### src/hdl/fws_pkg.sv
// Constants, types and register map of the flash status and protection host controller
package fws_pkg;

  // ==========================================================================
  // Clock and bus timing
  // ==========================================================================
  localparam int CLK_PS        = 5000;
  localparam int T_WE_PULSE_NS = 50;
  localparam int T_READ_ACC_NS = 90;
  localparam int T_RECOVER_NS  = 20;

  function automatic int ns_to_cyc(input int ns);
    int c;
    c = (ns * 1000 + CLK_PS - 1) / CLK_PS;
    return (c < 1) ? 1 : c;
  endfunction

  localparam int WE_PULSE_CYC = ns_to_cyc(T_WE_PULSE_NS);
  localparam int READ_ACC_CYC = ns_to_cyc(T_READ_ACC_NS);
  localparam int RECOVER_CYC  = ns_to_cyc(T_RECOVER_NS);

  // ==========================================================================
  // Flash pin layout
  // ==========================================================================
  localparam int FL_ADDR_W = 20;
  localparam int FL_DATA_W = 8;
  localparam int BIT_POLL  = 7;
  localparam int BIT_TOG1  = 6;
  localparam int BIT_LIMIT = 5;
  localparam int BIT_EWIN  = 3;
  localparam int BIT_TOG2  = 2;

  typedef struct packed {
    logic [FL_ADDR_W-1:0] addr;
    logic [FL_DATA_W-1:0] dq_o;
    logic                 dq_oe_n;
    logic                 ce_n;
    logic                 oe_n;
    logic                 we_n;
  } fws_pins_s;

  typedef struct packed {
    logic [FL_ADDR_W-1:0] addr;
    logic [FL_DATA_W-1:0] data;
    logic                 last;
  } fws_step_s;

  // ==========================================================================
  // Flash command cycles (word addressing)
  // ==========================================================================
  localparam logic [FL_ADDR_W-1:0] UNLOCK_A1 = 20'h00555;
  localparam logic [FL_ADDR_W-1:0] UNLOCK_A2 = 20'h002aa;
  localparam logic [FL_DATA_W-1:0] UNLOCK_D1 = 8'haa;
  localparam logic [FL_DATA_W-1:0] UNLOCK_D2 = 8'h55;
  localparam logic [FL_DATA_W-1:0] CMD_PROG  = 8'ha0;
  localparam logic [FL_DATA_W-1:0] CMD_ERASE = 8'h80;
  localparam logic [FL_DATA_W-1:0] CMD_CHIP  = 8'h10;
  localparam logic [FL_DATA_W-1:0] CMD_SECT  = 8'h30;
  localparam logic [FL_DATA_W-1:0] CMD_RESET = 8'hf0;

  typedef enum logic [2:0] {
    OP_NONE   = 3'h0,
    OP_READ   = 3'h1,
    OP_PROG   = 3'h2,
    OP_CHIP   = 3'h3,
    OP_SECTOR = 3'h4,
    OP_ADDSEC = 3'h5,
    OP_RESET  = 3'h6
  } fws_op_e;

  // ==========================================================================
  // Register map (APB, byte addresses)
  // ==========================================================================
  localparam int                 APB_AW     = 8;
  localparam logic [APB_AW-1:0]  REG_CTRL   = 8'h00;
  localparam logic [APB_AW-1:0]  REG_ADDR   = 8'h04;
  localparam logic [APB_AW-1:0]  REG_WDATA  = 8'h08;
  localparam logic [APB_AW-1:0]  REG_STATUS = 8'h0c;
  localparam logic [APB_AW-1:0]  REG_RDATA  = 8'h10;

  localparam int ST_BUSY    = 0;
  localparam int ST_DONE    = 1;
  localparam int ST_FAIL    = 2;
  localparam int ST_EWIN    = 3;
  localparam int ST_DROPPED = 4;
  localparam int ST_REFUSED = 5;
  localparam int ST_RYBY    = 6;
  localparam int ST_LOCKOUT = 7;
  localparam int ST_W       = 8;

  localparam logic [ST_W-1:0] STICKY_MASK = 8'h3e;

endpackage

### src/hdl/fws_cycle.sv
// One asynchronous flash bus cycle, read or write, with registered pins
`timescale 1ns/1ps
module fws_cycle
(
  // Clock and reset
  input  wire logic                          clk,
  input  wire logic                          nrst,
  // Request
  input  wire logic                          start,
  input  wire logic                          wr,
  input  wire logic [fws_pkg::FL_ADDR_W-1:0] addr,
  input  wire logic [fws_pkg::FL_DATA_W-1:0] wdata,
  // Answer
  output logic                               done,
  output logic [fws_pkg::FL_DATA_W-1:0]      rdata,
  // Flash side
  output fws_pkg::fws_pins_s                 pins,
  input  wire logic [fws_pkg::FL_DATA_W-1:0] dq_i
);

  // ==========================================================================
  // Phases
  // ==========================================================================
  typedef enum logic [1:0] {PH_IDLE, PH_SETUP, PH_STROBE, PH_HOLD} fws_phase_e;

  localparam fws_pkg::fws_pins_s PINS_IDLE = '{addr: '0, dq_o: '0, dq_oe_n: 1'b1,
                                              ce_n: 1'b1, oe_n: 1'b1, we_n: 1'b1};

  fws_phase_e                    ph_q,    ph_d;
  logic [7:0]                    cnt_q,   cnt_d;
  logic                          wr_q,    wr_d;
  logic                          done_q,  done_d;
  logic [fws_pkg::FL_DATA_W-1:0] rdata_q, rdata_d;
  fws_pkg::fws_pins_s            pins_q,  pins_d;

  always_comb
  begin
    ph_d    = ph_q;
    cnt_d   = cnt_q;
    wr_d    = wr_q;
    done_d  = 1'b0;
    rdata_d = rdata_q;
    pins_d  = pins_q;
    unique case (ph_q)
      PH_IDLE:
        if (start)
        begin
          wr_d           = wr;
          pins_d.addr    = addr;
          pins_d.dq_o    = wdata;
          pins_d.dq_oe_n = ~wr;
          pins_d.ce_n    = 1'b0;
          pins_d.oe_n    = 1'b1;
          pins_d.we_n    = 1'b1;
          ph_d           = PH_SETUP;
        end
      PH_SETUP:
      begin
        // Write only with chip select low, write strobe low, output enable high
        pins_d.we_n = ~wr_q;
        pins_d.oe_n = wr_q;
        cnt_d       = wr_q ? 8'(fws_pkg::WE_PULSE_CYC) : 8'(fws_pkg::READ_ACC_CYC);
        ph_d        = PH_STROBE;
      end
      PH_STROBE:
        if (cnt_q > 8'h01)
          cnt_d = cnt_q - 8'h01;
        else
        begin
          // Rising strobe closes the cycle; device status flips per read here
          if (!wr_q)
            rdata_d = dq_i;
          pins_d.we_n = 1'b1;
          pins_d.oe_n = 1'b1;
          pins_d.ce_n = 1'b1;
          cnt_d       = 8'(fws_pkg::RECOVER_CYC);
          ph_d        = PH_HOLD;
        end
      PH_HOLD:
        if (cnt_q > 8'h01)
          cnt_d = cnt_q - 8'h01;
        else
        begin
          // Data held past the strobe edge, released only now
          pins_d.dq_oe_n = 1'b1;
          done_d         = 1'b1;
          ph_d           = PH_IDLE;
        end
    endcase
  end

  always_ff @(posedge clk or negedge nrst)
  begin
    if (!nrst)
    begin
      ph_q    <= PH_IDLE;
      cnt_q   <= 8'h00;
      wr_q    <= 1'b0;
      done_q  <= 1'b0;
      rdata_q <= 8'h00;
      pins_q  <= PINS_IDLE;
    end
    else
    begin
      ph_q    <= ph_d;
      cnt_q   <= cnt_d;
      wr_q    <= wr_d;
      done_q  <= done_d;
      rdata_q <= rdata_d;
      pins_q  <= pins_d;
    end
  end

  assign done  = done_q;
  assign rdata = rdata_q;
  assign pins  = pins_q;

endmodule

### src/hdl/fws_flash_host.sv
// Host controller for NOR flash program/erase with status polling over APB
`timescale 1ns/1ps
module fws_flash_host
(
  // Clock and reset
  input  wire logic                               CORE_CLK,
  input  wire logic                               NRST,
  // APB slave
  input  wire logic                               PSEL,
  input  wire logic                               PENABLE,
  input  wire logic                               PWRITE,
  input  wire logic [fws_pkg::APB_AW-1:0]         PADDR,
  input  wire logic [31:0]                        PWDATA,
  output logic [31:0]                             PRDATA,
  output logic                                    PREADY,
  output logic                                    PSLVERR,
  // Flash pins
  output fws_pkg::fws_pins_s                      FL_PINS,
  input  wire logic [fws_pkg::FL_DATA_W-1:0]      FL_DQ_I,
  input  wire logic                               READY_BUSY_OUT,
  input  wire logic                               SUPPLY_LOCKOUT_LEVEL
);

  // ==========================================================================
  // Command sequences
  // ==========================================================================
  function automatic fws_pkg::fws_step_s seq_step(input fws_pkg::fws_op_e op,
                                                  input logic [2:0] idx,
                                                  input logic [fws_pkg::FL_ADDR_W-1:0] a,
                                                  input logic [fws_pkg::FL_DATA_W-1:0] d);
    fws_pkg::fws_step_s s;
    s = '{addr: fws_pkg::UNLOCK_A1, data: fws_pkg::UNLOCK_D1, last: 1'b0};
    // Second step of every unlock pair (index 1 and 4) goes to the second unlock address
    if (idx == 3'd1 || idx == 3'd4)
    begin
      s.addr = fws_pkg::UNLOCK_A2;
      s.data = fws_pkg::UNLOCK_D2;
    end
    unique case (op)
      fws_pkg::OP_PROG:
        if (idx == 3'd2)
          s.data = fws_pkg::CMD_PROG;
        else if (idx == 3'd3)
          s = '{addr: a, data: d, last: 1'b1};
      fws_pkg::OP_CHIP, fws_pkg::OP_SECTOR:
        if (idx == 3'd2)
          s.data = fws_pkg::CMD_ERASE;
        else if (idx == 3'd5)
        begin
          s.last = 1'b1;
          if (op == fws_pkg::OP_CHIP)
            s.data = fws_pkg::CMD_CHIP;
          else
            s = '{addr: a, data: fws_pkg::CMD_SECT, last: 1'b1};
        end
      fws_pkg::OP_ADDSEC:
        s = '{addr: a, data: fws_pkg::CMD_SECT, last: 1'b1};
      default:
        s = '{addr: a, data: fws_pkg::CMD_RESET, last: 1'b1};
    endcase
    return s;
  endfunction

  // ==========================================================================
  // APB decode
  // ==========================================================================
  logic        pready_q,  pready_d;
  logic [31:0] prdata_q,  prdata_d;
  logic        pslverr_q, pslverr_d;
  logic        acc_wr;
  logic        mapped;
  logic [7:0]  status_rd;

  // Access completes at the edge where PREADY is sampled high
  assign acc_wr = PSEL & PENABLE & pready_q & PWRITE;
  assign mapped = (PADDR == fws_pkg::REG_CTRL) || (PADDR == fws_pkg::REG_ADDR) ||
                  (PADDR == fws_pkg::REG_WDATA) || (PADDR == fws_pkg::REG_STATUS) ||
                  (PADDR == fws_pkg::REG_RDATA);

  // ==========================================================================
  // Sequencer state
  // ==========================================================================
  typedef enum logic [2:0] {
    S_IDLE, S_WRITE, S_PRE, S_POST, S_POLL_A, S_POLL_B, S_READ
  } fws_state_e;

  fws_state_e                    st_q,      st_d;
  fws_pkg::fws_op_e              op_q,      op_d;
  logic [2:0]                    idx_q,     idx_d;
  logic                          issued_q,  issued_d;
  logic                          recheck_q, recheck_d;
  logic                          failing_q, failing_d;
  logic [fws_pkg::FL_ADDR_W-1:0] addr_q,    addr_d;
  logic [fws_pkg::FL_DATA_W-1:0] wdata_q,   wdata_d;
  logic [fws_pkg::FL_DATA_W-1:0] first_q,   first_d;
  logic [fws_pkg::FL_DATA_W-1:0] rdata_q,   rdata_d;
  logic [fws_pkg::ST_W-1:0]      flags_q,   flags_d;

  fws_pkg::fws_step_s            step;
  logic                          cyc_start;
  logic                          cyc_wr;
  logic [fws_pkg::FL_ADDR_W-1:0] cyc_addr;
  logic                          cyc_done;
  logic [fws_pkg::FL_DATA_W-1:0] cyc_rdata;
  logic                          go;
  fws_pkg::fws_op_e              new_op;

  assign go     = acc_wr && (PADDR == fws_pkg::REG_CTRL);
  assign new_op = fws_pkg::fws_op_e'(PWDATA[2:0]);

  always_comb
  begin
    st_d      = st_q;
    op_d      = op_q;
    idx_d     = idx_q;
    issued_d  = issued_q;
    recheck_d = recheck_q;
    failing_d = failing_q;
    addr_d    = addr_q;
    wdata_d   = wdata_q;
    first_d   = first_q;
    rdata_d   = rdata_q;
    flags_d   = flags_q;
    step      = seq_step(op_q, idx_q, addr_q, wdata_q);
    cyc_start = 1'b0;
    cyc_wr    = 1'b0;
    cyc_addr  = addr_q;
    // Clears first so that a hardware set in the same cycle wins
    if (acc_wr && PADDR == fws_pkg::REG_STATUS)
      flags_d = flags_q & ~(PWDATA[fws_pkg::ST_W-1:0] & fws_pkg::STICKY_MASK);
    flags_d[fws_pkg::ST_RYBY]    = READY_BUSY_OUT;
    flags_d[fws_pkg::ST_LOCKOUT] = SUPPLY_LOCKOUT_LEVEL;
    if (acc_wr && PADDR == fws_pkg::REG_ADDR && st_q == S_IDLE)
      addr_d = PWDATA[fws_pkg::FL_ADDR_W-1:0];
    if (acc_wr && PADDR == fws_pkg::REG_WDATA && st_q == S_IDLE)
      wdata_d = PWDATA[fws_pkg::FL_DATA_W-1:0];
    if (st_q != S_IDLE && st_q != S_WRITE)
      cyc_start = ~issued_q;
    unique case (st_q)
      S_IDLE:
        if (go)
        begin
          // No point driving writes the device ignores below lockout
          if (SUPPLY_LOCKOUT_LEVEL || new_op == fws_pkg::OP_NONE || new_op > fws_pkg::OP_RESET)
            flags_d[fws_pkg::ST_REFUSED] = 1'b1;
          else
          begin
            op_d                      = new_op;
            idx_d                     = 3'd0;
            recheck_d                 = 1'b0;
            failing_d                 = 1'b0;
            flags_d[fws_pkg::ST_BUSY] = 1'b1;
            if (new_op == fws_pkg::OP_READ)
              st_d = S_READ;
            else if (new_op == fws_pkg::OP_ADDSEC)
              st_d = S_PRE;
            else
              st_d = S_WRITE;
          end
        end
      S_WRITE:
      begin
        cyc_start = ~issued_q;
        cyc_wr    = 1'b1;
        cyc_addr  = step.addr;
        if (cyc_done)
        begin
          idx_d = idx_q + 3'd1;
          // Whole unlock sequence goes out before any status is trusted
          if (step.last)
          begin
            if (op_q == fws_pkg::OP_ADDSEC)
              st_d = S_POST;
            else if (op_q == fws_pkg::OP_RESET)
              st_d = S_IDLE;
            else
              st_d = S_POLL_A;
          end
        end
      end
      S_PRE:
        if (cyc_done)
        begin
          flags_d[fws_pkg::ST_EWIN] = cyc_rdata[fws_pkg::BIT_EWIN];
          if (cyc_rdata[fws_pkg::BIT_EWIN])
          begin
            // Erase already running: the extra sector would be ignored
            flags_d[fws_pkg::ST_DROPPED] = 1'b1;
            st_d                         = S_IDLE;
          end
          else
            st_d = S_WRITE;
        end
      S_POST:
        if (cyc_done)
        begin
          flags_d[fws_pkg::ST_EWIN] = cyc_rdata[fws_pkg::BIT_EWIN];
          if (cyc_rdata[fws_pkg::BIT_EWIN])
            flags_d[fws_pkg::ST_DROPPED] = 1'b1;
          st_d = S_IDLE;
        end
      S_POLL_A:
        if (cyc_done)
        begin
          first_d = cyc_rdata;
          st_d    = S_POLL_B;
        end
      S_POLL_B:
        if (cyc_done)
        begin
          if (op_q == fws_pkg::OP_SECTOR)
            flags_d[fws_pkg::ST_EWIN] = cyc_rdata[fws_pkg::BIT_EWIN];
          if (cyc_rdata[fws_pkg::BIT_TOG1] == first_q[fws_pkg::BIT_TOG1])
            st_d = S_READ;
          else if (op_q == fws_pkg::OP_SECTOR && !cyc_rdata[fws_pkg::BIT_EWIN])
            // Accepted with window open: hand back so sectors can be added
            st_d = S_IDLE;
          else if (recheck_q)
          begin
            // Still toggling after the limit bit was seen: abort with reset
            failing_d = 1'b1;
            op_d      = fws_pkg::OP_RESET;
            idx_d     = 3'd0;
            st_d      = S_WRITE;
          end
          else
          begin
            // Limit bit only trusted while toggling continues
            recheck_d = cyc_rdata[fws_pkg::BIT_LIMIT];
            st_d      = S_POLL_A;
          end
        end
      S_READ:
        if (cyc_done)
        begin
          rdata_d = cyc_rdata;
          st_d    = S_IDLE;
        end
    endcase
    if (cyc_start)
      issued_d = 1'b1;
    if (cyc_done)
      issued_d = 1'b0;
    if (st_q != S_IDLE && st_d == S_IDLE)
    begin
      flags_d[fws_pkg::ST_BUSY] = 1'b0;
      flags_d[fws_pkg::ST_DONE] = 1'b1;
      if (failing_q)
        flags_d[fws_pkg::ST_FAIL] = 1'b1;
    end
  end

  always_ff @(posedge CORE_CLK or negedge NRST)
  begin
    if (!NRST)
    begin
      st_q      <= S_IDLE;
      op_q      <= fws_pkg::OP_NONE;
      idx_q     <= 3'd0;
      issued_q  <= 1'b0;
      recheck_q <= 1'b0;
      failing_q <= 1'b0;
      addr_q    <= '0;
      wdata_q   <= '0;
      first_q   <= '0;
      rdata_q   <= '0;
      flags_q   <= '0;
    end
    else
    begin
      st_q      <= st_d;
      op_q      <= op_d;
      idx_q     <= idx_d;
      issued_q  <= issued_d;
      recheck_q <= recheck_d;
      failing_q <= failing_d;
      addr_q    <= addr_d;
      wdata_q   <= wdata_d;
      first_q   <= first_d;
      rdata_q   <= rdata_d;
      flags_q   <= flags_d;
    end
  end

  // ==========================================================================
  // Bus cycle engine
  // ==========================================================================
  fws_cycle u_cycle
  (
    .clk   (CORE_CLK),
    .nrst  (NRST),
    .start (cyc_start),
    .wr    (cyc_wr),
    .addr  (cyc_addr),
    .wdata (step.data),
    .done  (cyc_done),
    .rdata (cyc_rdata),
    .pins  (FL_PINS),
    .dq_i  (FL_DQ_I)
  );

  // ==========================================================================
  // APB answer, one wait state on every access
  // ==========================================================================
  assign status_rd = flags_q;

  always_comb
  begin
    pready_d  = PSEL & PENABLE & ~pready_q;
    pslverr_d = pready_d & ~mapped;
    prdata_d  = prdata_q;
    if (pready_d)
    begin
      prdata_d = 32'h0000_0000;
      unique case (PADDR)
        fws_pkg::REG_CTRL:   prdata_d = {29'h0, op_q};
        fws_pkg::REG_ADDR:   prdata_d = {12'h000, addr_q};
        fws_pkg::REG_WDATA:  prdata_d = {24'h00_0000, wdata_q};
        fws_pkg::REG_STATUS: prdata_d = {24'h00_0000, status_rd};
        fws_pkg::REG_RDATA:  prdata_d = {24'h00_0000, rdata_q};
        default:             prdata_d = 32'h0000_0000;
      endcase
    end
  end

  always_ff @(posedge CORE_CLK or negedge NRST)
  begin
    if (!NRST)
    begin
      pready_q  <= 1'b0;
      prdata_q  <= 32'h0000_0000;
      pslverr_q <= 1'b0;
    end
    else
    begin
      pready_q  <= pready_d;
      prdata_q  <= prdata_d;
      pslverr_q <= pslverr_d;
    end
  end

  assign PREADY  = pready_q;
  assign PRDATA  = prdata_q;
  assign PSLVERR = pslverr_q;

endmodule

### config.mk
export PLATFORM = sky130hd
export DESIGN_NAME = fws_flash_host
export DESIGN_NICKNAME = d
export VERILOG_FILES = /design/src/hdl/fws_pkg.sv /design/src/hdl/fws_cycle.sv /design/src/hdl/fws_flash_host.sv
export SDC_FILE = /design/constraint.sdc
export NUM_CORES = 1
export LEC_CHECK = 0
export ABC_AREA = 1
export BUFFER_PORTS_ARGS = -buffer_cell sky130_fd_sc_hd__buf_2
export CAP_MARGIN = 40
export CORE_MARGIN = 3
export CORE_UTILIZATION = 45
export DETAILED_ROUTE_END_ITERATION = 10
export PLACE_DENSITY = 0.78
export SETUP_SLACK_MARGIN = 0.1
export SLEW_MARGIN = 20
export SYNTH_ARGS = -nofsm -noshare
export SYNTH_HDL_FRONTEND = slang
export SYNTH_SLANG_ARGS = --single-unit
### constraint.sdc
create_clock -name CORE_CLK -period 2.3 [get_ports CORE_CLK]
set_clock_uncertainty 0.05 [all_clocks]
set_input_delay 0.345 -clock CORE_CLK [delete_from_list [all_inputs] [get_ports CORE_CLK]]
set_output_delay 0.345 -clock CORE_CLK [all_outputs]
set_load 0.01 [all_outputs]
* Yosys cells after proc, flatten, opt, wreduce, memory -nomap -nowiden *
Cells that the tools add are included.

cells by class
  equal/unequal tests = 38
  mux-type cells = 94
  add/subtract/negate cells = 2
  bitwise logic cells = 13
  magnitude comparators = 2
  reduce and logical (&&, ||, !) cells = 46

operators with widths
  kind                                            count
  one-hot mux 20 bit (5 select lines)             1
  two-way mux 3 bit                               29
  one-hot mux 29 bit (3 select lines)             1
  two-way mux 20 bit                              4
  two-way mux 29 bit                              2
  two-way mux 1 bit                               32
  two-way mux 8 bit                               4
  == test 3 bit (second input constant)           9
  one-hot mux 8 bit (3 select lines)              1
  two-way mux 19 bit                              1
  == test 3 x 2 -> 1 bit (second input constant)  6
  one-hot mux 3 bit (6 select lines)              1
  == test 8 x 4 -> 1 bit (second input constant)  2
  != test 2 bit (second input constant)           8
  AND reduction 3 bit                             5
  two-way mux 6 bit                               2
  nonzero test 3 bit                              4
  two-way mux 2 bit                               5
  one-hot mux 1 bit (2 select lines)              5
  nonzero test 2 bit                              5
  == test 3 x 1 -> 1 bit (second input constant)  3
  logical AND 1 bit                               9
  logical NOT 3 bit                               3
  one-hot mux 3 bit (3 select lines)              1
  29 further kinds                                52

storage, ports and cells
  output and inout port bits = 66
  register bits = 149
  input port bits = 55

* Depth between registers and ports, before layout *
  word-level depth = 13
  mapped depth = 15
  gate-level depth less buffers = 15

* By module *
From an unflattened synthesis, not the netlist that was laid out.

second synthesis, totals
  cell total of the unflattened synthesis = 846
  area total of the unflattened synthesis = 6,736.5 um2

by module, submodules not included
  module          instances  cells each  area an instance (um2)
  fws_flash_host  1          556         4,332.9
  fws_cycle       1          290         2,403.6

* Worst setup path before layout *
OpenSTA, ideal clock, no wires.

  kind = register to register
  start = reg idx_q[0]
  end = reg flags_q[0] (netlist name)
  library setup time = 0.119 ns
  setup slack = 0.451 ns
  stages on the path, launching flop included = 15
  period minus slack after synthesis = 1.849 ns
  required time = 2.131 ns
  arrival = 1.681 ns
  cells stage by stage = dfrtp_1 > ha_1 > ha_1 > inv_1 > a21oi_1 > nand2_1 > nand3_1 > nand4_1 > nand2_1 > nand2_1 > nand2_1 > nor2_1 > nand2_1 > nand2_1 > nand2_1

between the ends
  cells in the longest elaborated chain, start to end = 10
  elaborated cells on any way between the ends = 14

RTL lines
  what                                                     RTL line                                    RTL
  from (decl)                                              fws_flash_host.sv:89                        logic [2:0] idx_q, idx_d;
  from (signal assigned)                                   fws_flash_host.sv:273                       idx_q <= idx_d;
  == test 3 bit or == test 3 x 2 -> 1 bit (tied branches)  fws_flash_host.sv:48, fws_flash_host.sv:43
  two-way mux 29 bit (on tied branches)                    fws_flash_host.sv:48, fws_flash_host.sv:43
  two-way mux 1 bit (on tied branches)                     fws_flash_host.sv:46, fws_flash_host.sv:41
  one-hot mux 29 bit (3 select lines) (*)                  fws_flash_host.sv:39                        unique case (op)
  two-way mux 3 bit (*)                                    fws_flash_host.sv:170                       if (step.last)
  two-way mux 3 bit (*)                                    fws_flash_host.sv:166                       if (cyc_done)
  one-hot mux 3 bit (6 select lines) (*)                   fws_flash_host.sv:139                       unique case (st_q)
  named net st_d[1]                                        fws_flash_host.sv:87                        fws_state_e st_q, st_d;
  logical NOT 3 bit (*)                                    fws_flash_host.sv:244                       if (st_q != S_IDLE && st_d == S_IDLE)
  logical AND 1 bit (*)                                    fws_flash_host.sv:244
  two-way mux 3 bit (*)                                    fws_flash_host.sv:244
  to (signal assigned)                                     fws_flash_host.sv:281                       flags_q <= flags_d;
  to (decl)                                                fws_flash_host.sv:97                        logic [fws_pkg::ST_W-1:0] flags_q, flags_d;

Mark *: on every way through the listed nets, which the timed path passes. The rest lies on a longest branch.
A chain may end at the register's enable or synchronous reset.

* Worst setup path in the final report *
Same ends and word-level chain as after synthesis.

==> results.py <==
metrics = {
    "synth": {
        "synth.largest_area_cell": "dfrtp_1",
        "synth_top_family_by_area": "simple AND/OR/NAND/NOR gates",
        "synth_top_flop_cell": "dfrtp_1",
        "synth_async_reset_ratio": 1.00,
        "post_synthesis_adder_cell_area_fraction": 0.0234,
        "synth.top_cell.area_share": 0.495,
        "netlist_top_cells_count": "161 x nand2_1, 127 x dfrtp_1, 82 x inv_1",
        "synthesis.instances": 752,
        "netlist_top_cells_area": "dfrtp_1 49%, nand2_1 9.4%, inv_1 4.8%",
        "synth_area_mm2": 0.00642,
        "yosys.cell_types.count": 45,
        "synth-edff-count": 0,
        "synth_simple_gate_area_frac": 0.224,
        "yosys.area_share.xor_xnor": 0.00545,
        "post_synth.cell_area_avg_um2": 8.54,
        "synth_most_common_cell": "nand2_1",
        "synthesis.yosys.warnings": 0,
        "seq_area_frac_synth": 0.511,
        "synth.area.mux_share": 0.00175,
        "postSynthRegisterBits": 131,
        "area_fraction_in_compound_gates_after_synthesis": 0.150,
    },
    "sta": {
        "slew-limit-headroom": 0.654,
        "final.setup.worst_slack_ns": 0.237,
        "setup_repair_after_global_routing_missed_its_margin": "yes",
        "finalCritPeriodShare": 0.897,
        "maxClockFrequency_ghz": 0.485,
        "post-route-min-period_ns": 2.06,
        "setup_violations": 0,
        "finalHoldViolCount": 0,
        "hold-worst-slack_ns": 0.115,
        "setup_tns_ns": 0,
        "final_max_slew_viol_count": 0,
        "max_slew.worst_pin.slew_ns": 0.518,
    },
    "global_routing": {
        "grt_pass1_wl_um": 25900,
        "pin_count_of_the_biggest_net_entering_global_routing": 44,
        "global_route.usage.total": 0.206,
        "globalRouteOverflowTotal": 0,
        "first_global_vias": 5186,
        "antenna_found_initial": 0,
    },
    "power": {
        "power.leakage_nw": 3.91,
        "totalPowerFinal_mw": 8.00,
        "clkPwrFrac": 0.337,
        "netSwitchingPower_mw": 2.73,
        "power.density_mw_per_mm2": 1030,
        "vdd_drop_max_v": 0.000537,
        "combinationalPowerShare": 0.290,
        "power_report.internal_total_mw": 5.27,
        "switching_share": 0.342,
        "seq_power_share": 0.372,
    },
    "clock_tree": {
        "cts-buffers-inserted": 17,
        "insertion_delay_ns": 0.43,
        "max-clock-path-buffers": 2,
        "h-tree-depth": 4,
        "cts_tree": "done",
        "clock_sink_count": 131,
        "cts.reportedPaths.clkPinSlew_ns": 0.05,
        "ctsRootBufferMaster": "clkbuf_16",
    },
    "run": {
        "max_cap_violations": 0,
    },
    "floorplanning": {
        "core_area_mm2": 0.0139,
        "rows": 43,
        "die_h_um": 125,
        "starting_utilization_of_the_core_area": 0.461,
        "ios": 121,
        "floorplan.die.width_um": 125,
        "design.die.area_mm2": 0.0157,
    },
    "place": {
        "dp_hpwl_um": 11900,
        "numPortBuffers": 96,
        "pre_cts_slack_ns": 0.172,
        "finalWeightedCongestion": 0.937,
        "dp_cells": 1022,
        "cell_area_placed_mm2": 0.00710,
    },
    "worst_setup_path": {
        "crit_fanout": 7,
        "crit_path_end_kind": "flip-flop",
        "cp_top_family": "simple AND/OR/NAND/NOR gates",
        "cp_cell_sequence": "ha_1 -> ha_2 -> inv_1 -> a21oi_2 -> nand2_2 -> nand3_1 -> nand2_1 -> nand2_1 -> nand2_1 -> nand2_1 -> nand3_2 -> nor2_2 -> nand2_1 -> nand2_1 -> nand2_1",
        "cpPeakStageDelay_ns": 0.38,
        "kind_of_start_point_of_the_critical_path": "flip-flop",
        "cp_common_cell": "nand2_1",
        "cp_num_buf_inv": 1,
        "cp_data_arrival_time_ns": 2.32,
        "crit-reg2reg-launch": "idx_q[0]",
        "critical_path_required_ns": 2.56,
        "timing.critical_path.from": "idx_q[0]",
        "timing_worst_setup_path_type": "reg2reg",
        "timing.critical_path.slowest_stage_cell": "dfrtp_1",
    },
    "cells_and_area": {
        "drive_gt1_frac": 0.216,
        "net_count_of_the_finished_layout": 933,
        "antenna-diode-count": 0,
        "post_layout_nonfiller_instances": 1059,
        "post-route-util": 0.556,
        "area_growth_syn_to_layout_pct": 20.6,
        "post-route-cell-area_mm2": 0.00775,
    },
    "drt": {
        "drt-pass1-iter-count": 6,
        "detail_route.wl_per_cell_um": 15.1,
        "totalWireLength_um": 16000,
        "vias_per_cell": 5.27,
        "drtIter0Drc": 524,
        "routed-via-count": 5579,
        "drt_drc_violations_left": 0,
        "route.antenna.remaining_nets": 0,
    },
    "min_path": {
        "hold_path_startpoint": "FL_DQ_I[4]",
        "min-delay-path-class": "in2reg",
    },
    "status": {
        "outcome": "complete, no violations",
    },
}
registers in the layout (all words and copies together), names as in the netlist:
signal / flops
u_cycle.pins: 32
PRDATA: 20
addr_q: 20
flags_q: 8
rdata_q: 8
u_cycle.cnt_q: 8
u_cycle.rdata: 8
wdata_q: 8
idx_q: 3
op_q: 3
st_q: 3
u_cycle.ph_q: 2
PREADY: 1
PSLVERR: 1
failing_q: 1
first_q: 1
issued_q: 1
recheck_q: 1
u_cycle.done: 1
u_cycle.wr_q: 1
placed cells by master (no fill, tap or decap), types with 7 or more instances in the layout:
| master | n |
|---|---|
| inv_2 | 12 |
| conb_1 | 12 |
| buf_2 | 95 |
| clkbuf_16 | 17 |
| o31ai_1 | 15 |
| dfrtp_1 | 127 |
| inv_1 | 81 |
| ha_1 | 11 |
| o21ai_0 | 59 |
| a2bb2oi_1 | 7 |
| nand3_1 | 56 |
| nor2_1 | 59 |
| nand2_1 | 158 |
| nand4_1 | 11 |
| nand2_2 | 10 |
| buf_4 | 15 |
| a21oi_1 | 47 |
repair_timing:
item | 4_1_cts | 5_1_grt
hold buffers | 2 | 1
gates resized for setup | 0 | 7
setup buffers | 0 | 2
setup endpoints to repair | 0 | 13
hold endpoints to repair | 31 | 1
logic make-up after synthesis:
group | Yosys count
adders and majority gates | 12
AOI/OAI and AO/OA | 162
buffers and inverters | 123
DFF | 131
other | 1
and+or+nand+nor | 318
muxes | 1
xor gates and xnor gates | 4
per-layer routing:
layer | part of all wire | wire length, um | vias up | track usage
met4 | 0.021 | 334 | 0 | 0.0663
met1 | 0.43 | 6810 | 2628 | 0.273
met2 | 0.48 | 7700 | 216 | 0.333
li1 | - | - | 2703 | -
met5 | 0 | 0 | - | 0
met3 | 0.073 | 1160 | 32 | 0.0534
worst paths after layout:
| path | cells after the start | slack [ns] | end |
|---|---|---|---|
| setup / recovery | 15 | 0.24 | flags_q[0] |
| hold / removal | 3 | 0.11 | u_cycle.rdata[4] |
| setup reg to reg | 15 | 0.24 | flags_q[0] |
| hold reg to reg | 1 | 0.42 | u_cycle.pins[7] |
| max in group asynchronous | 3 | 1.18 | u_cycle.pins[1] |
| min in group asynchronous | 2 | 0.37 | PRDATA[18] |
tightest hold or removal path, cell delays in order:
cell and delay [ns]:
buf_2 0.07, nor2_1 0.03, a21oi_1 0.09
cell type report:
cell class / count / area, um2
fill: 1289 / 6190
sequential: 131 / 3280
multi-input combinational: 509 / 2670
timing repair buffer: 114 / 638
clock buffer: 22 / 454
inverter: 93 / 349
tap: 180 / 225
clock inverter: 10 / 133
power groups by stage:
stage,sequential (mW),combinational (mW),clock (mW)
final,2.98,2.32,2.70
after CTS,2.98,2.30,2.72
after global routing,3.03,2.65,2.83
after floorplan,3.04,1.55,0
after detailed placement,3.02,2.26,0
after global placement,3.00,2.21,0
Power figures use the tool's default switching activity.
